**src/rtl/nv_copy_defines.vh**
```
`ifndef NV_COPY_DEFINES_VH
`define NV_COPY_DEFINES_VH
// Behaviour
// - Reset reloads volatile registers from nonvolatile copies.
// - Matching write address byte is acknowledged.
// - Opcode b8h requests copy to volatile, acknowledged.
// - Opcode 48h requests copy to nonvolatile, acknowledged.
// - Copy starts on Stop, repeated Start aborts.
// - Busy flag held high for whole copy.
// - Aborted copy leaves volatile registers unchanged.
// - Aborted copy leaves nonvolatile registers unchanged.
// - No copy to volatile when busy or locked.
// - No copy to nonvolatile when busy or locked.
// - Suppressed opcode is still acknowledged.
// - Copy to nonvolatile sets new reset defaults.
// - Opcode replaces pointer byte, pointer unchanged.

`define CLOCK_PERIOD_NS      10
`define DEV_TYPE_CODE        4'h9
`define OP_COPY_TO_VOL       8'hb8
`define OP_COPY_TO_NV        8'h48

`define CFG_BUSY_BIT         0
`define CFG_LOCKDOWN_BIT     1
`define CFG_REVERSIBLE_LOCK_BIT_BIT         2

`define NV_CFG_DEFAULT       16'h0000
`define NV_TLOW_DEFAULT      16'h4b00
`define NV_THIGH_DEFAULT     16'h5000
`define VOL_RESET_VALUE      16'h0000

`define SEL_CFG              2'h0
`define SEL_TLOW             2'h1
`define SEL_THIGH            2'h2

`define COPY_TO_VOL_TIME_NS  200000
`define COPY_TO_NV_TIME_NS   10000000
// Cycle counts are the times above at the clock period, sized for the
// copy counter.
`define COPY_TO_VOL_CYCLES   20'h04e20
`define COPY_TO_NV_CYCLES    20'hf4240
`define COPY_CNT_W           20
`endif

```
**src/rtl/copy_timer.v**
```verilog
`timescale 1ns/1ns
module copy_timer #(
   parameter CNT_W = 20
) (
   input  wire             clock,
   input  wire             rst_n,
   input  wire             start,
   input  wire [CNT_W-1:0] load_value,
   output reg              running,
   output reg              done
);
   reg [CNT_W-1:0] count_reg;

   // A load value of zero is treated as one cycle.
   always @(posedge clock or negedge rst_n) begin
      if (!rst_n) begin
         count_reg <= {CNT_W{1'b0}};
         running   <= 1'b0;
         done      <= 1'b0;
      end else begin
         done <= 1'b0;
         if (start && !running) begin
            count_reg <= load_value;
            running   <= 1'b1;
         end else if (running) begin
            if (count_reg <= {{(CNT_W-1){1'b0}}, 1'b1}) begin
               running <= 1'b0;
               done    <= 1'b1;
            end else begin
               count_reg <= count_reg - {{(CNT_W-1){1'b0}}, 1'b1};
            end
         end
      end
   end
endmodule

```
**src/rtl/i2c_pin_sync.v**
```verilog
`timescale 1ns/1ns
module i2c_pin_sync (
   input  wire clock,
   input  wire rst_n,
   input  wire scl_pin,
   input  wire sda_pin,
   output wire sda_level,
   output wire scl_rise,
   output wire scl_fall,
   output wire start_seen,
   output wire stop_seen
);
   reg scl_meta_reg;
   reg scl_sync_reg;
   reg scl_prev_reg;
   reg sda_meta_reg;
   reg sda_sync_reg;
   reg sda_prev_reg;

   // An idle bus floats high, so every stage resets to one.
   always @(posedge clock or negedge rst_n) begin
      if (!rst_n) begin
         scl_meta_reg <= 1'b1;
         scl_sync_reg <= 1'b1;
         scl_prev_reg <= 1'b1;
         sda_meta_reg <= 1'b1;
         sda_sync_reg <= 1'b1;
         sda_prev_reg <= 1'b1;
      end else begin
         scl_meta_reg <= scl_pin;
         scl_sync_reg <= scl_meta_reg;
         scl_prev_reg <= scl_sync_reg;
         sda_meta_reg <= sda_pin;
         sda_sync_reg <= sda_meta_reg;
         sda_prev_reg <= sda_sync_reg;
      end
   end

   assign sda_level  = sda_sync_reg;
   assign scl_rise   = scl_sync_reg & ~scl_prev_reg;
   assign scl_fall   = ~scl_sync_reg & scl_prev_reg;
   assign start_seen = scl_sync_reg & scl_prev_reg &
                       sda_prev_reg & ~sda_sync_reg;
   assign stop_seen  = scl_sync_reg & scl_prev_reg &
                       ~sda_prev_reg & sda_sync_reg;
endmodule

```
**src/rtl/nv_shadow_register_copy.v**
```verilog
`timescale 1ns/1ns
`include "nv_copy_defines.vh"
module nv_shadow_register_copy #(
   parameter [`COPY_CNT_W-1:0] TO_VOL_CYCLES = `COPY_TO_VOL_CYCLES,
   parameter [`COPY_CNT_W-1:0] TO_NV_CYCLES  = `COPY_TO_NV_CYCLES
) (
   input  wire        clock,
   input  wire        rst_n,
   input  wire        power_on_n,
   input  wire        scl_in,
   input  wire        sda_in,
   output reg         sda_out,
   output reg         sda_oe_n,
   input  wire [2:0]  addr_select_pins,
   input  wire        vol_wr_en,
   input  wire [1:0]  vol_wr_sel,
   input  wire [15:0] vol_wr_data,
   output reg  [15:0] vol_cfg_reg,
   output reg  [15:0] vol_tlow_reg,
   output reg  [15:0] vol_thigh_reg,
   output reg  [15:0] nv_cfg_reg,
   output reg  [15:0] nv_tlow_reg,
   output reg  [15:0] nv_thigh_reg,
   output reg         nv_busy_flag,
   output reg         ptr_wr_reg,
   output reg  [7:0]  ptr_data_reg
);
   // The bus side only listens and acknowledges: it never sends data, so
   // the data pin is either released or pulled low for an acknowledge.
   // ST_RX gathers eight bits, ST_ACK holds the acknowledge for the ninth
   // clock and ST_IGNORE waits for the next Start or Stop after a byte that
   // was not meant for this device.
   localparam [1:0] ST_IDLE   = 2'h0;
   localparam [1:0] ST_RX     = 2'h1;
   localparam [1:0] ST_ACK    = 2'h2;
   localparam [1:0] ST_IGNORE = 2'h3;

   // The phase tracks which byte of the transfer is being received. A copy
   // opcode moves straight to PH_DONE, so later bytes are not acknowledged.
   localparam [1:0] PH_ADDR = 2'h0;
   localparam [1:0] PH_CMD  = 2'h1;
   localparam [1:0] PH_DATA = 2'h2;
   localparam [1:0] PH_DONE = 2'h3;

   wire       sda_level;
   wire       scl_rise;
   wire       scl_fall;
   wire       start_seen;
   wire       stop_seen;
   wire       timer_running;
   wire       timer_done;

   reg  [1:0] state_reg;
   reg  [1:0] phase_reg;
   reg  [3:0] bit_cnt_reg;
   reg  [7:0] shift_reg;
   reg  [2:0] sel_meta_reg;
   reg  [2:0] sel_sync_reg;
   reg        pend_valid_reg;
   reg        pend_to_nv_reg;
   reg        copy_to_nv_reg;
   reg        launch_reg;
   reg        reload_reg;

   wire       busy_now;
   wire       locked;
   wire       copy_allowed;
   wire       addr_match;
   wire       is_op_vol;
   wire       is_op_nv;

   // Both bus pins come from another clock domain and are resynchronised
   // before any edge or condition is decoded from them.
   i2c_pin_sync u_pin_sync (
      .clock      (clock),
      .rst_n      (rst_n),
      .scl_pin    (scl_in),
      .sda_pin    (sda_in),
      .sda_level  (sda_level),
      .scl_rise   (scl_rise),
      .scl_fall   (scl_fall),
      .start_seen (start_seen),
      .stop_seen  (stop_seen)
   );

   // One timer serves both directions; the load value is chosen by the
   // direction latched at the Stop, which stays fixed for the whole copy.
   copy_timer #(
      .CNT_W (`COPY_CNT_W)
   ) u_copy_timer (
      .clock      (clock),
      .rst_n      (rst_n),
      .start      (launch_reg),
      .load_value (copy_to_nv_reg ? TO_NV_CYCLES : TO_VOL_CYCLES),
      .running    (timer_running),
      .done       (timer_done)
   );

   // The select pins are straps but still pass two stages before use.
   always @(posedge clock or negedge rst_n) begin
      if (!rst_n) begin
         sel_meta_reg <= 3'h0;
         sel_sync_reg <= 3'h0;
      end else begin
         sel_meta_reg <= addr_select_pins;
         sel_sync_reg <= sel_meta_reg;
      end
   end

   // Busy covers the whole window from Stop to the end of the copy: the
   // launch cycle and the reset reload are included so that a command or a
   // local write arriving in those cycles cannot slip in before the flag.
   assign busy_now = vol_cfg_reg[`CFG_BUSY_BIT] | launch_reg |
                     timer_running | reload_reg;
   // Either lock bit blocks both copy directions and the local write port.
   // Since nothing else writes the nonvolatile set, a lock stays in force
   // until power_on_n restores the factory defaults.
   assign locked   = nv_cfg_reg[`CFG_REVERSIBLE_LOCK_BIT_BIT] |
                     nv_cfg_reg[`CFG_LOCKDOWN_BIT];
   assign copy_allowed = ~busy_now & ~locked;
   // The read bit must be zero: read transfers are not served by this
   // block and are left unacknowledged.
   // address and select match
   assign addr_match = (shift_reg[7:4] == `DEV_TYPE_CODE) &&
                       (shift_reg[3:1] == sel_sync_reg) &&
                       !shift_reg[0];
   assign is_op_vol  = (shift_reg == `OP_COPY_TO_VOL);
   assign is_op_nv   = (shift_reg == `OP_COPY_TO_NV);

   // Bus side: byte reception, acknowledge and command capture.
   always @(posedge clock or negedge rst_n) begin
      if (!rst_n) begin
         state_reg      <= ST_IDLE;
         phase_reg      <= PH_ADDR;
         bit_cnt_reg    <= 4'h0;
         shift_reg      <= 8'h00;
         sda_out        <= 1'b0;
         sda_oe_n       <= 1'b1;
         pend_valid_reg <= 1'b0;
         pend_to_nv_reg <= 1'b0;
         copy_to_nv_reg <= 1'b0;
         launch_reg     <= 1'b0;
         ptr_wr_reg     <= 1'b0;
         ptr_data_reg   <= 8'h00;
      end else begin
         sda_out    <= 1'b0;
         launch_reg <= 1'b0;
         ptr_wr_reg <= 1'b0;
         // A Start or Stop wins over any bit activity in the same cycle,
         // since both are only seen while the bus clock is high.
         if (start_seen) begin
            pend_valid_reg <= 1'b0;
            sda_oe_n       <= 1'b1;
            state_reg      <= ST_RX;
            phase_reg      <= PH_ADDR;
            bit_cnt_reg    <= 4'h0;
         end else if (stop_seen) begin
            sda_oe_n       <= 1'b1;
            state_reg      <= ST_IDLE;
            pend_valid_reg <= 1'b0;
            // Busy and lock are judged at the Stop, not at the opcode, so
            // a copy that ends between the two still lets the command run.
            // Stop launches copy
            if (pend_valid_reg && copy_allowed) begin
               launch_reg     <= 1'b1;
               copy_to_nv_reg <= pend_to_nv_reg;
            end
         end else begin
            case (state_reg)
               ST_RX: begin
                  // Bits are taken on the rising bus clock; the acknowledge
                  // decision waits for the falling edge after the eighth bit
                  // so that the pin only changes while the clock is low.
                  if (scl_rise && bit_cnt_reg != 4'h8) begin
                     shift_reg   <= {shift_reg[6:0], sda_level};
                     bit_cnt_reg <= bit_cnt_reg + 4'h1;
                  end else if (scl_fall && bit_cnt_reg == 4'h8) begin
                     case (phase_reg)
                        PH_ADDR: begin
                           if (addr_match) begin
                              sda_oe_n  <= 1'b0;
                              state_reg <= ST_ACK;
                           end else begin
                              state_reg <= ST_IGNORE;
                           end
                        end
                        PH_CMD: begin
                           sda_oe_n  <= 1'b0;
                           state_reg <= ST_ACK;
                           if (is_op_vol || is_op_nv) begin
                              pend_valid_reg <= 1'b1;
                              pend_to_nv_reg <= is_op_nv;
                           end else begin
                              ptr_wr_reg   <= 1'b1;
                              ptr_data_reg <= shift_reg;
                           end
                        end
                        PH_DATA: begin
                           sda_oe_n  <= 1'b0;
                           state_reg <= ST_ACK;
                        end
                        default: begin
                           state_reg <= ST_IGNORE;
                        end
                     endcase
                  end
               end
               ST_ACK: begin
                  // The acknowledge is dropped on the falling edge that ends
                  // the ninth clock, which keeps the data pin steady while
                  // the master samples it.
                  if (scl_fall) begin
                     sda_oe_n    <= 1'b1;
                     bit_cnt_reg <= 4'h0;
                     state_reg   <= ST_RX;
                     case (phase_reg)
                        PH_ADDR: phase_reg <= PH_CMD;
                        PH_CMD:  phase_reg <= pend_valid_reg ?
                                              PH_DONE : PH_DATA;
                        default: phase_reg <= phase_reg;
                     endcase
                  end
               end
               ST_IGNORE: begin
                  // Nothing is driven until a Start or Stop restarts the bus.
                  sda_oe_n <= 1'b1;
               end
               default: begin
                  state_reg <= ST_IDLE;
               end
            endcase
         end
      end
   end

   // Volatile set: reset reload, copies from nonvolatile and local writes.
   always @(posedge clock or negedge rst_n) begin
      if (!rst_n) begin
         vol_cfg_reg   <= `VOL_RESET_VALUE;
         vol_tlow_reg  <= `VOL_RESET_VALUE;
         vol_thigh_reg <= `VOL_RESET_VALUE;
         reload_reg    <= 1'b1;
         nv_busy_flag  <= 1'b0;
      end else begin
         reload_reg   <= 1'b0;
         // The output flag trails the internal bit by one cycle so that it
         // comes straight from a flip-flop.
         nv_busy_flag <= vol_cfg_reg[`CFG_BUSY_BIT];
         // Priority: reload, then copy start, then copy end, then the local
         // port. The local port is refused whenever busy, so it can never
         // overwrite a value that a copy is about to deliver.
         if (reload_reg) begin
            vol_cfg_reg   <= nv_cfg_reg & ~(16'h0001 << `CFG_BUSY_BIT);
            vol_tlow_reg  <= nv_tlow_reg;
            vol_thigh_reg <= nv_thigh_reg;
         end else if (launch_reg) begin
            vol_cfg_reg[`CFG_BUSY_BIT] <= 1'b1;
         end else if (timer_done) begin
            vol_cfg_reg[`CFG_BUSY_BIT] <= 1'b0;
            if (!copy_to_nv_reg) begin
               vol_cfg_reg   <= nv_cfg_reg &
                                ~(16'h0001 << `CFG_BUSY_BIT);
               vol_tlow_reg  <= nv_tlow_reg;
               vol_thigh_reg <= nv_thigh_reg;
            end
         end else if (vol_wr_en && !busy_now && !locked) begin
            // The busy bit stays under hardware control.
            case (vol_wr_sel)
               `SEL_CFG: vol_cfg_reg <= (vol_wr_data &
                          ~(16'h0001 << `CFG_BUSY_BIT));
               `SEL_TLOW:  vol_tlow_reg  <= vol_wr_data;
               `SEL_THIGH: vol_thigh_reg <= vol_wr_data;
               default:    vol_tlow_reg  <= vol_tlow_reg;
            endcase
         end
      end
   end

   // Nonvolatile set survives rst_n; only a true power-on reloads its factory defaults.
   // The copy programs the whole set in a single edge at the end of the
   // timed interval; an aborted or refused copy never reaches this point,
   // so the set stays untouched.
   always @(posedge clock or negedge power_on_n) begin
      if (!power_on_n) begin
         nv_cfg_reg   <= `NV_CFG_DEFAULT;
         nv_tlow_reg  <= `NV_TLOW_DEFAULT;
         nv_thigh_reg <= `NV_THIGH_DEFAULT;
      end else if (timer_done && copy_to_nv_reg) begin
         nv_cfg_reg   <= vol_cfg_reg & ~(16'h0001 << `CFG_BUSY_BIT);
         nv_tlow_reg  <= vol_tlow_reg;
         nv_thigh_reg <= vol_thigh_reg;
      end
   end
endmodule
```
**config.mk**
```make
export PLATFORM = sky130hd
export DESIGN_NAME = nv_shadow_register_copy
export DESIGN_NICKNAME = d
export VERILOG_FILES = /design/src/rtl/copy_timer.v /design/src/rtl/i2c_pin_sync.v /design/src/rtl/nv_shadow_register_copy.v
export VERILOG_INCLUDE_DIRS = /design/src /design/src/rtl
export SDC_FILE = /design/constraint.sdc
export NUM_CORES = 1
export LEC_CHECK = 0
export ABC_AREA = 1
export BUFFER_PORTS_ARGS = -buffer_cell sky130_fd_sc_hd__buf_2
export CAP_MARGIN = 20
export CORE_MARGIN = 5
export CORE_UTILIZATION = 56
export CTS_CLUSTER_DIAMETER = 40
export DETAILED_ROUTE_END_ITERATION = 7
export MAX_ROUTING_LAYER = met4
export PLACE_DENSITY = 0.78
export SLEW_MARGIN = 5
export SYNTH_ARGS = -nofsm -noshare
export SYNTH_HDL_FRONTEND = slang
export SYNTH_SLANG_ARGS = --single-unit
```
**constraint.sdc**
```tcl
create_clock -name clock -period 2.1 [get_ports clock]
set_clock_uncertainty 0.15 [all_clocks]
set_input_delay 0.315 -clock clock [delete_from_list [all_inputs] [get_ports clock]]
set_output_delay 0.315 -clock clock [all_outputs]
set_load 0.05 [all_outputs]
```
After elaboration in Yosys (flattened, before gate mapping):

Cells that the tools add are included.

* register bits: 161
* bits of input ports: 27
* output and inout port bits: 108
* logic and storage cells: 202

* $add $sub $neg: 2
* magnitude comparators: 1
* equality and inequality tests: 26
* multiplexer cells: 73
* bitwise gates (word level): 22
* reduce and logical (&&, ||, !) cells: 47

Operator list (count)
* 2-to-1 mux 16 bit: 17
* 2-to-1 mux 20 bit: 4
* 2-to-1 mux 1 bit: 32
* nonzero test 3 bit: 10
* AND reduction 4 bit: 7
* less-or-equal comparator 20 x 1 -> 1 bit, second input constant: 1
* subtractor 20 x 1 -> 20 bit, second input constant: 1
* 2-to-1 mux 2 bit: 9
* 2-to-1 mux 4 bit: 4
* != test 4 bit, second input constant: 4
* 2-to-1 mux 15 bit: 1
* != test 3 bit, second input constant: 5
* AND reduction 7 bit: 2
* != test 5 bit, second input constant: 2
* inverter 1 bit: 10
* logical AND 1 bit: 9
* AND 1 bit: 8
* == test 2 bit, second input constant: 4
* == test 4 bit, second input constant: 2
* == test 8 x 7 -> 1 bit, second input constant: 1
* == test 8 bit, second input constant: 1
* one-hot mux 2 bit (2 select lines): 2
* one-hot mux 4 bit (2 select lines): 1
* nonzero test 4 bit: 2
* other kinds (19): 32

Depth between registers and ports, before layout:

Gate-level depths: netlist of run 1.

* word-level depth: 10
* gate-level depth with buffers: 12
* mapped depth without buffers: 12

By module:

A second synthesis of run 1 with hierarchy kept.

* cells, all modules: 975
* area, all modules: 7737.4 µm²

Modules (own cells, without submodules)
* nv_shadow_register_copy: times used 1, cells an instance 697, area an instance 5921.9 µm², seq. area each 3338.2 µm²
* copy_timer: times used 1, cells an instance 261, area an instance 1616.6 µm², seq. area each 550.5 µm²
* i2c_pin_sync: times used 1, cells an instance 17, area an instance 198.9 µm², seq. area each 157.7 µm²

Worst setup path before layout of run 1:

OpenSTA, ideal clock, no wires.

* path type: register to register
* start point: register vol_cfg_reg[0]
* end point: register vol_thigh_reg[10]
* library setup time: 0.119 ns
* arrival: 1.528 ns
* required time: 1.831 ns
* setup slack: 0.303 ns
* stages on the path, launching flop included: 10
* path buffers: 1
* clock period less this slack: 1.797 ns
* path through: dfrtp_1 nor2_1 nand3_1 nor3_2 nand2_1 nand2_4 nand3_2 buf_2 nand2_1 nand2_1

* cells in the longest elaborated chain, start to end: 8

RTL lines
* from (decl): RTL line nv_shadow_register_copy.v:18 `output reg [15:0] vol_cfg_reg,`
* from (signal assigned): RTL line nv_shadow_register_copy.v:239 `` vol_cfg_reg <= `VOL_RESET_VALUE; ``
* from (signal assigned): RTL line nv_shadow_register_copy.v:253 `` vol_cfg_reg <= nv_cfg_reg & ~(16'h0001 << `CFG_BUSY_BIT); ``
* from (signal assigned): RTL line nv_shadow_register_copy.v:261 `vol_cfg_reg <= nv_cfg_reg &`
* OR 1 bit (3 in series): RTL line nv_shadow_register_copy.v:113 `` assign busy_now = vol_cfg_reg[`CFG_BUSY_BIT] | launch_reg | ``
* logical NOT 1 bit: RTL line nv_shadow_register_copy.v:266 `end else if (vol_wr_en && !busy_now && !locked) begin`
* logical AND 1 bit (2 in series): RTL line nv_shadow_register_copy.v:266
* nonzero test 3 bit (no source line)
* AND reduction 4 bit (no source line)
* to (signal assigned): RTL line nv_shadow_register_copy.v:255 `vol_thigh_reg <= nv_thigh_reg;`
* to (signal assigned): RTL line nv_shadow_register_copy.v:264 `vol_thigh_reg <= nv_thigh_reg;`
* to (signal assigned): RTL line nv_shadow_register_copy.v:272 `` `SEL_THIGH: vol_thigh_reg <= vol_wr_data; ``
* to (decl): RTL line nv_shadow_register_copy.v:20 `output reg [15:0] vol_thigh_reg,`

Every way passes these cells.
A chain may end at the register's enable or synchronous reset.

Worst setup path in the final report of run 1:

* start point: register reload_reg
* end point: register vol_cfg_reg[4]

* cells in the longest elaborated chain, start to end: 6
* elaborated cells between the ends (all ways): 10
* classes of those cells: eq/ne: 2; mux: 1; bitwise: 1; reduce/logical: 6

RTL lines
* from (decl): RTL line nv_shadow_register_copy.v:63 `reg reload_reg;`
* from (signal assigned): RTL line nv_shadow_register_copy.v:242 `reload_reg <= 1'b1;`
* from (signal assigned): RTL line nv_shadow_register_copy.v:245 `reload_reg <= 1'b0;`
* OR 1 bit: RTL line nv_shadow_register_copy.v:113
* logical NOT 1 bit: RTL line nv_shadow_register_copy.v:266
* logical AND 1 bit (2 in series): RTL line nv_shadow_register_copy.v:266
* nonzero test 3 bit (no source line)
* AND reduction 4 bit (no source line)
* to (signal assigned): RTL line nv_shadow_register_copy.v:253
* to (signal assigned): RTL line nv_shadow_register_copy.v:261
* to (signal assigned): RTL line nv_shadow_register_copy.v:269 `` `SEL_CFG: vol_cfg_reg <= (vol_wr_data & ``

Several ways; a longest one is shown, not always the timed one.

==> key figures, run 1 <==
Critical path
  – CP peak stage delay: 0.42 ns
  – FF-to-FF path depth: 8
  – Top Family by Delay on Critical Path: simple AND/OR/NAND/NOR gates
  – CP Capture Type: register
  – Crit-path cells: nor2_1 -> nand3_1 -> nor3_2 -> nand2_1 -> nand2_4 -> nand3_2 -> nand2_1 -> nand2_1
  – R2r startpoint: reload_reg$_DFF_PN1_
  – CP Depth: 8
  – Slowest cell on the critical path: dfstp_2
  – Crit Path Category: register to register
  – CP startpoint: reload_reg$_DFF_PN1_
  – Reg-to-reg endpoint: vol_cfg_reg[4]$_DFFE_PN0P_
  – CP bufs+invs: 0
  – Startpoint types: register
  – Critical Path RT: 2.26 ns
  – Crit path DAT: 2.12 ns
  – R2R setup slack: 0.14 ns
  – CP Max Fanout: 16
  – Most used cell, CP: nand2_1

Job
  – Total of max-cap violations: 0

Die
  – CORE AREA: 13350 µm²
  – Die area: 16100 µm²
  – Initial Utilization: 57.34%
  – Io pins: 135
  – Die Y: 126.9 µm
  – FP Rows: 42
  – DIE WIDTH: 126.9 µm

Clock network
  – Reg clk slew, reported paths: 0.07 ns
  – H-tree depth: 4
  – Clk root buf: clkbuf_16
  – Clock sinks: 161
  – Worst-skew pair later-pin latency: 0.43 ns
  – Total setup buffers inserted after CTS: 0
  – Max Buffers Root-to-Sink: 2
  – Clock tree from TritonCTS: done
  – Total CTS buffers: 17

Route
  – Initial DRC count: 886
  – DR WL/cell: 16.67 µm
  – Vias per cell: 5.581
  – DR pass1 iterations: 6
  – Vias post-DR: 6803
  – Detailed Route WL: 20.32 mm
  – Drt drc: 0
  – DRT antenna net count: 0

Pwr
  – P_int: 5.679 mW
  – Combinational Power Share: 18.8%
  – Clk network pwr share: 37.9%
  – Flop pwr share: 43.3%
  – Peak VDD IR: 0.7436 mV
  – Pwr per Cell Area: 903.1 nW/µm²
  – P_sw: 2.625 mW
  – Sw frac: 31.61%
  – P_leak: 5.188 nW

Global route
  – Vias in the first global route: 6536
  – Global-route wire length before repair: 32.99 mm
  – Initial antenna violation count: 0
  – Global route overflow: 0
  – Pin count of the biggest net entering global routing: 48
  – Gr usage total: 26.42%

Synth
  – Mapped Area: 7654 µm²
  – Part of the Yosys area used for sequential elements: 52.87%
  – Yosys warns: 0
  – FF+latch count, synth: 161
  – Synth cell types: 38
  – Post-Synthesis Cells: 888
  – Syn Area/Cell: 8.619 µm²

Timing
  – Max Slew Vio Count: 0
  – Fmax: 0.5098 GHz
  – Worst-case headroom to the max-slew limit: 52.91%
  – Worst slew pin tran: 0.7055 ns
  – Min Clock Period, post-route: 1.962 ns
  – Final Hold Fails: 0
  – TNS Setup: 0 ns
  – Period utilization: 93.41%
  – Post-route worst setup slack: 0.1383 ns
  – Setup violators final: 0

Cells and area
  – Core Util, Final: 68.88%
  – Max reg flops: 20
  – Ant diodes: 0
  – Layout cell share with drive strength beyond 1: 24.54%
  – Nets: 1066
  – Area Growth Syn to Fin: 20.12%

Place
  – GP Congestion: 0.9092
  – IO Port Bufs: 132
  – Setup WS pre-CTS: 0.02158 ns
  – Hpwl dp: 13.78 mm

Worst hold path
  – Hold WC Path Type: input pin to register
  – Hold Path Sink: vol_tlow_reg[0]$_DFFE_PN0P_
  – Hold Crit Start: vol_wr_data[0]
  – Hold path cells: 5

Run status
  – Status: complete, no violations
[per-layer routing]
| layer | part of all wire, % | up-vias | wire [µm] | GRT usage [%] |
|---|---|---|---|---|
| li1 | - | 3174 | - | - |
| met1 | 41 | 3249 | 8303 | 33.77 |
| met2 | 48 | 333 | 9793 | 41.41 |
| met3 | 8.2 | 47 | 1656 | 5.927 |
| met4 | 2.8 | 0 | 563 | 10.09 |
| met5 | 0 | - | 0 | - |
[layout by cell type (no fill, tap or decap), types with 26 or more instances in the layout]
cell	instances
nand4_1	51
nand2_1	256
buf_2	131
nand3_1	37
mux2_2	26
a21oi_1	30
o21ai_0	71
inv_1	79
dfrtp_1	147
nor2_1	71
[cells in the mapped netlist]
| cell type | number | area (µm²) |
|---|---|---|
| a211o_1 | 1 | 8.760 |
| dfrtp_1 | 147 | 3679 |
| nor2_4 | 1 | 11.26 |
| buf_4 | 11 | 82.58 |
| xor2_1 | 4 | 35.03 |
| o22ai_2 | 2 | 25.02 |
| nor3_1 | 1 | 5.000 |
| nand3_4 | 1 | 17.52 |
| nand3_1 | 37 | 185.2 |
| buf_2 | 15 | 75.07 |
| inv_1 | 79 | 296.5 |
| o22ai_1 | 2 | 12.51 |
| nor3_2 | 2 | 20.02 |
| nand3_2 | 4 | 40.04 |
| nor2_1 | 71 | 266.5 |
| dfstp_2 | 14 | 367.9 |
| a21oi_1 | 30 | 150.1 |
| ha_1 | 9 | 112.6 |
| nor2_2 | 2 | 12.51 |
| and2_1 | 1 | 6.260 |
| buf_1 | 1 | 3.750 |
| buf_6 | 4 | 45.04 |
| conb_1 | 1 | 3.750 |
| clkbuf_1 | 9 | 33.78 |
| xnor2_1 | 2 | 17.52 |
| mux2_2 | 26 | 292.8 |
| nand2_1 | 257 | 964.7 |
| or2_2 | 2 | 12.51 |
| nand2_4 | 3 | 33.78 |
| o211ai_1 | 1 | 7.510 |
| o21ai_2 | 7 | 61.31 |
| and3_1 | 1 | 6.260 |
| o21ai_1 | 12 | 60.06 |
| nand4_1 | 51 | 319.1 |
| inv_2 | 4 | 15.01 |
| nand2_2 | 1 | 6.260 |
| or2_1 | 1 | 6.260 |
| o21ai_0 | 71 | 355.3 |
[cell families (layout without fill, tap and decap cells)]
| kind of cell | Yosys count | in the layout | synth area share, % |
|---|---|---|---|
| AND/OR/NAND/NOR | 436 | 437 | 25.00 |
| flip-flops | 161 | 161 | 52.87 |
| AO/OA/AOI/OAI | 126 | 126 | 8.893 |
| buffers and inverters | 123 | 275 | 7.209 |
| multiplexers | 26 | 26 | 3.825 |
| adder cells (fa/ha/maj) | 9 | 9 | 1.471 |
| XOR/XNOR | 6 | 6 | 0.6866 |
| other | 1 | 3 | 0.04900 |
[worst min-delay path: cells and delay by family]
family,cells,cell delay [ns]
buf+inv,1,0.11
simple gates,4,0.26
[per-stage QoR]
step / power, mW / std cells / hold slack [ns] / area (µm²)
6_report: 8.303 / 1219 / 0.1397 / 9194
5_1_grt: 8.686 / 1219 / 0.1584 / 9194
4_1_cts: 8.328 / 1218 / 0.1321 / 9165
3_5_place_dp: 5.169 / 1179 / 0.1687 / 8489
3_3_place_gp: 5.131 / 1179 / 0.1628 / 8489
2_1_floorplan: 4.709 / 890 / -0.1306 / 7661
[power by group through the flow]
| stage | Combinational [mW] | Sequential, mW | Clock, mW |
|---|---|---|---|
| floorplan | 0.716 | 3.99 | 0 |
| global placement | 1.50 | 3.63 | 0 |
| detailed placement | 1.53 | 3.64 | 0 |
| CTS | 1.56 | 3.59 | 3.18 |
| global route | 1.72 | 3.63 | 3.33 |
| finish | 1.56 | 3.59 | 3.15 |
[cell type report]
class | instances | area, µm²
fillers | 1056 | 4154
flip-flops and latches | 161 | 4046
multi-input cells | 607 | 3089
repair buffers | 160 | 915.9
clock buffers | 22 | 484.2
inverters | 83 | 316.6
well taps | 176 | 220.2
clock inverters | 10 | 121.4
[repair_timing]
action	4_1_cts	5_1_grt
endpoints found under the hold margin	77	0
hold buffers	7	0
endpoints found under the setup margin	0	58
gates resized for setup	0	5
[worst max-delay path by stage]
stage,to,slack (ns)
floorplan,vol_thigh_reg[10]$_DFFE_PN0P_,0.30
global placement,vol_thigh_reg[6]$_DFFE_PN0P_,0.10
detailed placement,vol_thigh_reg[2]$_DFFE_PN0P_,0.02
CTS,vol_thigh_reg[2]$_DFFE_PN0P_,0.01
global route,u_copy_timer.count_reg[8]$_DFFE_PN0P_,-0.02
finish,vol_cfg_reg[4]$_DFFE_PN0P_,0.14
Power figures use the tool's default switching activity.
==> inputs of run 2 (changes only) <==
--- a/config.mk
+++ b/config.mk
@@ -9,12 +9,15 @@
 export ABC_AREA = 1
 export BUFFER_PORTS_ARGS = -buffer_cell sky130_fd_sc_hd__buf_2
 export CAP_MARGIN = 20
+export CELL_PAD_IN_SITES_DETAIL_PLACEMENT = 0
+export CELL_PAD_IN_SITES_GLOBAL_PLACEMENT = 2
 export CORE_MARGIN = 5
-export CORE_UTILIZATION = 56
+export CORE_UTILIZATION = 33
 export CTS_CLUSTER_DIAMETER = 40
 export DETAILED_ROUTE_END_ITERATION = 7
+export GPL_TIMING_DRIVEN = 0
 export MAX_ROUTING_LAYER = met4
-export PLACE_DENSITY = 0.78
+export PLACE_DENSITY = 0.77
 export SLEW_MARGIN = 5
 export SYNTH_ARGS = -nofsm -noshare
 export SYNTH_HDL_FRONTEND = slang
==> key figures, run 2 (same netlist as run 1, synthesis figures left out) <==
Critical path
  – Crit path DAT: 2.14 ns (was 2.12 ns)
  – Crit Path Category: register to register (unchanged)
  – Slowest cell on the critical path: o21ai_1 (was dfstp_2)
  – CP Capture Type: register (unchanged)
  – Critical Path RT: 2.27 ns (was 2.26 ns)
  – Top Family by Delay on Critical Path: buffers and inverters (was simple AND/OR/NAND/NOR gates)
  – Startpoint types: register (unchanged)
  – CP Max Fanout: 10 (was 16)
  – CP bufs+invs: 2 (was 0)
  – Crit-path cells: buf_4 -> nor2_4 -> o21ai_1 -> nand3_4 -> buf_4 -> nand2_1 -> nand2_1 (was nor2_1 -> nand3_1 -> nor3_2 -> nand2_1 -> nand2_4 -> nand3_2 -> nand2_1 -> nand2_1)
  – CP peak stage delay: 0.43 ns (was 0.42 ns)

Timing
  – Max Slew Vio Count: 0 (unchanged)
  – Worst-case headroom to the max-slew limit: 46.40% (was 52.91%)
  – Hold WS: 0.1638 ns (was 0.1397 ns)
  – Post-route worst setup slack: 0.1288 ns (was 0.1383 ns)
  – Min Clock Period, post-route: 1.971 ns (was 1.962 ns)
  – Setup violators final: 0 (unchanged)
  – Final Hold Fails: 0 (unchanged)
  – Period utilization: 93.87% (was 93.41%)
  – Fmax: 0.5073 GHz (was 0.5098 GHz)
  – Worst slew pin tran: 0.7987 ns (was 0.7055 ns)
  – RSZ-0062 raised after global routing: false

Route
  – DR pass1 iterations: 4 (was 6)
  – Detailed Route WL: 22.71 mm (was 20.32 mm)
  – Drt drc: 0 (unchanged)
  – DRT antenna net count: 0 (unchanged)
  – Initial DRC count: 390 (was 886)
  – Vias post-DR: 6381 (was 6803)
  – DR WL/cell: 16.78 µm (was 16.67 µm)
  – Vias per cell: 4.716 (was 5.581)

Cells and area
  – Layout cell share with drive strength beyond 1: 25.84% (was 24.54%)
  – Ant diodes: 0 (unchanged)
  – Most common cell after layout, fill and taps aside: nand2_1 (unchanged)
  – Area Growth Syn to Fin: 23.97% (was 20.12%)
  – Nets: 1091 (was 1066)
  – Commonest non-fill, non-tap cells in the layout: nand2_1 (257), dfrtp_1 (147), buf_2 (145) (was nand2_1 (256), dfrtp_1 (147), buf_2 (131))
  – Finished Cell Area: 9488 µm² (was 9194 µm²)
  – Max reg flops: 20 (unchanged)

Clock network
  – Total CTS buffers: 17 (unchanged)
  – Worst-skew pair later-pin latency: 0.43 ns (about the same)
  – Reg clk slew, reported paths: 0.08 ns (was 0.07 ns)
  – Clock sinks: 161 (unchanged)
  – Clock tree from TritonCTS: done (unchanged)
  – H-tree depth: 4 (unchanged)
  – Clk root buf: clkbuf_16 (unchanged)
  – Max Buffers Root-to-Sink: 2 (unchanged)

Global route
  – Gr usage total: 17.86% (was 26.42%)
  – Initial antenna violation count: 0 (unchanged)
  – Vias in the first global route: 6502 (was 6536)
  – Global route overflow: 0 (unchanged)
  – Pin count of the biggest net entering global routing: 80 (was 48)
  – Global-route wire length before repair: 36.15 mm (was 32.99 mm)

Pwr
  – Pwr per Cell Area: 895.5 nW/µm² (was 903.1 nW/µm²)
  – P_leak: 5.288 nW (was 5.188 nW)
  – Peak VDD IR: 0.4912 mV (was 0.7436 mV)
  – Total Power: 8.496 mW (was 8.303 mW)

Die
  – CORE AREA: 22710 µm² (was 13350 µm²)
  – DIE WIDTH: 162.3 µm (was 126.9 µm)
  – Io pins: 135 (unchanged)
  – Die Y: 162.3 µm (was 126.9 µm)
  – Die area: 26340 µm² (was 16100 µm²)
  – Initial Utilization: 33.70% (was 57.34%)
  – FP Rows: 55 (was 42)

Job
  – Total of max-cap violations: 0 (unchanged)

Place
  – GP Congestion: 0.8090 (was 0.9092)
  – Hpwl dp: 16.74 mm (was 13.78 mm)
  – Placed cell areas: 8732 µm² (was 8489 µm²)
  – Setup WS pre-CTS: -0.04128 ns (was 0.02158 ns)
  – IO Port Bufs: 132 (unchanged)

Run status
  – Status: complete, no violations (unchanged)

Worst hold path
  – Hold WC Path Type: input pin to register (unchanged)
run 2: cell count changes in the layout (fill, tap and decap cells not counted), moves of 2 or more:
| cell | delta |
|---|---|
| buf_2 | +14 |
| buf_4 | -3 |
| buf_6 | +5 |
| clkbuf_1 | +5 |
| clkbuf_2 | +3 |
| clkbuf_8 | -3 |
| clkinvlp_4 | -4 |
| inv_8 | +5 |
| nand3_2 | +2 |
| nand3_4 | -2 |
run 2: path summary, 6_finish.rpt:
| check | slack (ns) | depth (start not counted) | start | endpoint |
|---|---|---|---|---|
| worst min-delay path | 0.16 | 5 | vol_wr_data[13] | vol_thigh_reg[13]$_DFFE_PN0P_ |
| worst min register to register | 0.20 | 0 | sel_meta_reg[0]$_DFF_PN0_ | sel_sync_reg[0]$_DFF_PN0_ |
| worst max-delay path | 0.13 | 7 | u_copy_timer.done$_DFF_PN0_ | vol_tlow_reg[4]$_DFFE_PN0P_ |
| max in group asynchronous | 0.84 | 3 | rst_n | reload_reg$_DFF_PN1_ |
| worst max register to register | 0.13 | 7 | u_copy_timer.done$_DFF_PN0_ | vol_tlow_reg[4]$_DFFE_PN0P_ |
| min in group asynchronous | 0.18 | 2 | rst_n | vol_thigh_reg[13]$_DFFE_PN0P_ |
run 2: area by class of cell:
class                           instances  area [µm²]
Multi-Input combinational cell        606        3078
Tap cell                              285       356.6
Sequential cell                       161        4046
Clock inverter                         14       185.2
Clock buffer                           18       439.2
Timing Repair Buffer                  146       822.0
Fill cell                            2350       13220
Buffer                                 40       246.5
Inverter                               83       314.1
run 2: timing repair:
item / in CTS / in global routing
endpoints found under the hold margin: 59 / 0
resized for setup: 2 / 11
buffers inserted: 0 / 5
endpoints found under the setup margin: 9 / 47
hold buffers: 7 / 0
pin swaps: 0 / 2
run 2: metal layers:
metal,wire length (µm),vias to the layer above,share of wire [%],track usage (%)
li1,-,3232,-,-
met1,10930,3014,48,23.57
met2,10730,122,47,28.89
met3,912,13,4.0,3.476
met4,138,0,0.61,3.652
met5,0,-,0,-
run 2: tightest hold or removal path, delay by kind of cell:
family                 cells  cell delay (ns)
AND/OR/NAND/NOR            4             0.30
buffers and inverters      1             0.10
run 2: stage by stage:
step                      cells  TNS, ns  utilization [%]
after CTS                  1348        0            41.53
final                      1353        0            41.78
after global placement     1307  -114.66            38.21
after floorplan             890        0                -
after global routing       1353        0            41.78
after detailed placement   1309  -0.1927            38.45
run 2: report_power, final:
| part | leakage, nW | internal [mW] | switching [mW] | total, mW |
|---|---|---|---|---|
| Combinational | 2.85 | 0.440 | 1.14 | 1.58 |
| Clock | 0.309 | 1.86 | 1.49 | 3.35 |
| Sequential | 2.13 | 3.36 | 0.205 | 3.57 |
| Total | 5.29 | 5.66 | 2.84 | 8.50 |
==> inputs of run 3 (changes only) <==
--- a/config.mk
+++ b/config.mk
@@ -15,7 +15,6 @@
 export CORE_UTILIZATION = 33
 export CTS_CLUSTER_DIAMETER = 40
 export DETAILED_ROUTE_END_ITERATION = 7
-export GPL_TIMING_DRIVEN = 0
 export MAX_ROUTING_LAYER = met4
 export PLACE_DENSITY = 0.77
 export SLEW_MARGIN = 5
==> key figures, run 3 (same netlist as run 1, synthesis figures left out) <==
Timing
  – Worst slew pin tran: 0.5172 ns (was 0.7987 ns)
  – Final Hold Fails: 0 (unchanged)
  – TNS Setup: 0 ns (unchanged)
  – Max Slew Vio Count: 0 (unchanged)
  – Fmax: 0.5223 GHz (was 0.5073 GHz)
  – Hold WS: 0.1437 ns (was 0.1638 ns)
  – Worst-case headroom to the max-slew limit: 65.29% (was 46.40%)
  – Period utilization: 91.17% (was 93.87%)
  – RSZ-0062 raised after global routing: false (unchanged)
  – Setup violators final: 0 (unchanged)
  – Min Clock Period, post-route: 1.915 ns (was 1.971 ns)

Die
  – Die area: 26340 µm² (unchanged)
  – Die Y: 162.3 µm (unchanged)
  – Initial Utilization: 33.70% (unchanged)
  – FP Rows: 55 (unchanged)
  – DIE WIDTH: 162.3 µm (unchanged)
  – CORE AREA: 22710 µm² (unchanged)
  – Io pins: 135 (unchanged)

Critical path
  – Crit-path cells: buf_4 -> inv_2 -> nand2_2 -> nand3_2 -> nand2_1 -> nand2_1 (was buf_4 -> nor2_4 -> o21ai_1 -> nand3_4 -> buf_4 -> nand2_1 -> nand2_1)
  – CP Max Fanout: 16 (was 10)
  – Slowest cell on the critical path: dfstp_2 (was o21ai_1)
  – CP bufs+invs: 2 (unchanged)
  – R2R setup slack: 0.19 ns (was 0.13 ns)
  – Top Family by Delay on Critical Path: simple AND/OR/NAND/NOR gates (was buffers and inverters)
  – Crit path DAT: 2.07 ns (was 2.14 ns)
  – CP Capture Type: register (unchanged)
  – Startpoint types: register (unchanged)
  – CP peak stage delay: 0.58 ns (was 0.43 ns)
  – Critical Path RT: 2.26 ns (was 2.27 ns)
  – Crit Path Category: register to register (unchanged)
  – Most used cell, CP: nand2_1

Worst hold path
  – Hold WC Path Type: input pin to register (unchanged)

Route
  – Initial DRC count: 392 (was 390)
  – Vias per cell: 4.783 (was 4.716)
  – Vias post-DR: 6419 (was 6381)
  – Detailed Route WL: 21.83 mm (was 22.71 mm)
  – DR WL/cell: 16.27 µm (was 16.78 µm)
  – DR pass1 iterations: 4 (unchanged)
  – DRT antenna net count: 0 (unchanged)
  – Drt drc: 0 (unchanged)

Clock network
  – Max Buffers Root-to-Sink: 2 (unchanged)
  – H-tree depth: 4 (unchanged)
  – Clock sinks: 161 (unchanged)
  – Total setup buffers inserted after CTS: 0 (unchanged)
  – Clock tree from TritonCTS: done (unchanged)
  – Worst-skew pair later-pin latency: 0.42 ns (was 0.43 ns)
  – Reg clk slew, reported paths: 0.07 ns (was 0.08 ns)
  – Clk root buf: clkbuf_16 (unchanged)
  – Total CTS buffers: 17 (unchanged)

Global route
  – Pin count of the biggest net entering global routing: 69 (was 80)
  – Initial antenna violation count: 0 (unchanged)
  – Global route overflow: 0 (unchanged)
  – Global-route wire length before repair: 35.45 mm (was 36.15 mm)
  – Vias in the first global route: 6313 (was 6502)
  – Gr usage total: 17.28% (was 17.86%)

Place
  – Inst Count DP: 1303 (was 1309)
  – Placed cell areas: 8776 µm² (was 8732 µm²)
  – Hpwl dp: 15.90 mm (was 16.74 mm)
  – IO Port Bufs: 132 (unchanged)
  – GP Congestion: 0.7682 (was 0.8090)

Cells and area
  – Layout cell share with drive strength beyond 1: 25.64% (was 25.84%)
  – Commonest non-fill, non-tap cells in the layout: nand2_1 (256), dfrtp_1 (147), buf_2 (131) (was nand2_1 (257), dfrtp_1 (147), buf_2 (145))
  – Max reg flops: 20 (unchanged)
  – Ant diodes: 0 (unchanged)
  – Fillers: 2386 (was 2350)
  – Final Non-Filler Cells: 1342 (was 1353)
  – Area Growth Syn to Fin: 23.62% (was 23.97%)
  – Most common cell after layout, fill and taps aside: nand2_1 (unchanged)
  – Finished Cell Area: 9462 µm² (was 9488 µm²)
  – Nets: 1080 (was 1091)

Run status
  – Status: complete, no violations (unchanged)

Pwr
  – Total Power: 8.325 mW (was 8.496 mW)
  – P_leak: 5.272 nW (was 5.288 nW)
  – Pwr per Cell Area: 879.8 nW/µm² (was 895.5 nW/µm²)
  – Peak VDD IR: 0.4585 mV (was 0.4912 mV)

Job
  – Total of max-cap violations: 0 (unchanged)
-- run 3: cell count changes in the layout (fill, tap and decap cells not counted), sizes merged --
cell      change
clkinvlp      +3
clkinv        -1
inv           -4
clkbuf        -7
buf           -2
-- run 3: timing repair --
item                       CTS  global route
resized for setup            0             3
hold buffers                 7             0
hold endpoints to repair    78             0
setup endpoints to repair    0            12
-- run 3: path summary, 6_finish.rpt --
path,depth (start not counted),to,from
min in group asynchronous,2,vol_thigh_reg[13]$_DFFE_PN0P_,rst_n
worst max register to register,6,vol_thigh_reg[11]$_DFFE_PN0P_,reload_reg$_DFF_PN1_
worst min register to register,0,sel_sync_reg[0]$_DFF_PN0_,sel_meta_reg[0]$_DFF_PN0_
max in group asynchronous,3,u_pin_sync.sda_prev_reg$_DFF_PN1_,rst_n
worst min-delay path,5,vol_thigh_reg[0]$_DFFE_PN0P_,vol_wr_data[0]
worst max-delay path,6,vol_thigh_reg[11]$_DFFE_PN0P_,reload_reg$_DFF_PN1_
-- run 3: area by class of cell --
| class | count | area (µm²) | share of cell area [%] |
|---|---|---|---|
| Timing Repair Buffer | 175 | 1066 | 11.27 |
| Tap cell | 285 | 356.6 | 3.769 |
| Clock inverter | 12 | 146.4 | 1.547 |
| Multi-Input combinational cell | 606 | 3078 | 32.53 |
| Sequential cell | 161 | 4046 | 42.77 |
| Clock buffer | 20 | 456.7 | 4.827 |
| Inverter | 83 | 311.5 | 3.293 |
-- run 3: per-stage QoR --
stage | util [%] | setup WS, ns
4_1_cts | 41.61 | 0.08617
3_5_place_dp | 38.64 | 0.1018
5_1_grt | 41.66 | 0.01814
3_3_place_gp | 38.64 | 0.1595
2_1_floorplan | - | 0.3028
6_report | 41.66 | 0.1853
-- run 3: routing by layer --
metal | track usage (%) | up-vias | routed length, µm | share of wire, %
li1 | - | 3207 | - | -
met1 | 23.86 | 3047 | 10430 | 48
met2 | 26.37 | 148 | 10070 | 46
met3 | 3.400 | 17 | 1091 | 5.0
met4 | 4.152 | 0 | 244 | 1.1
met5 | - | - | 0 | 0
-- run 3: tightest hold or removal path: cells and delay by family --
kind	cells	cell delay, ns
buffers and inverters	1	0.10
AND/OR/NAND/NOR	4	0.26
-- run 3: where the power goes --
| group | switching [mW] | internal [mW] | total [mW] |
|---|---|---|---|
| combinational | 1.12 | 0.432 | 1.56 |
| clock | 1.34 | 1.85 | 3.18 |
| sequential | 0.222 | 3.36 | 3.58 |
| total | 2.68 | 5.64 | 8.32 |
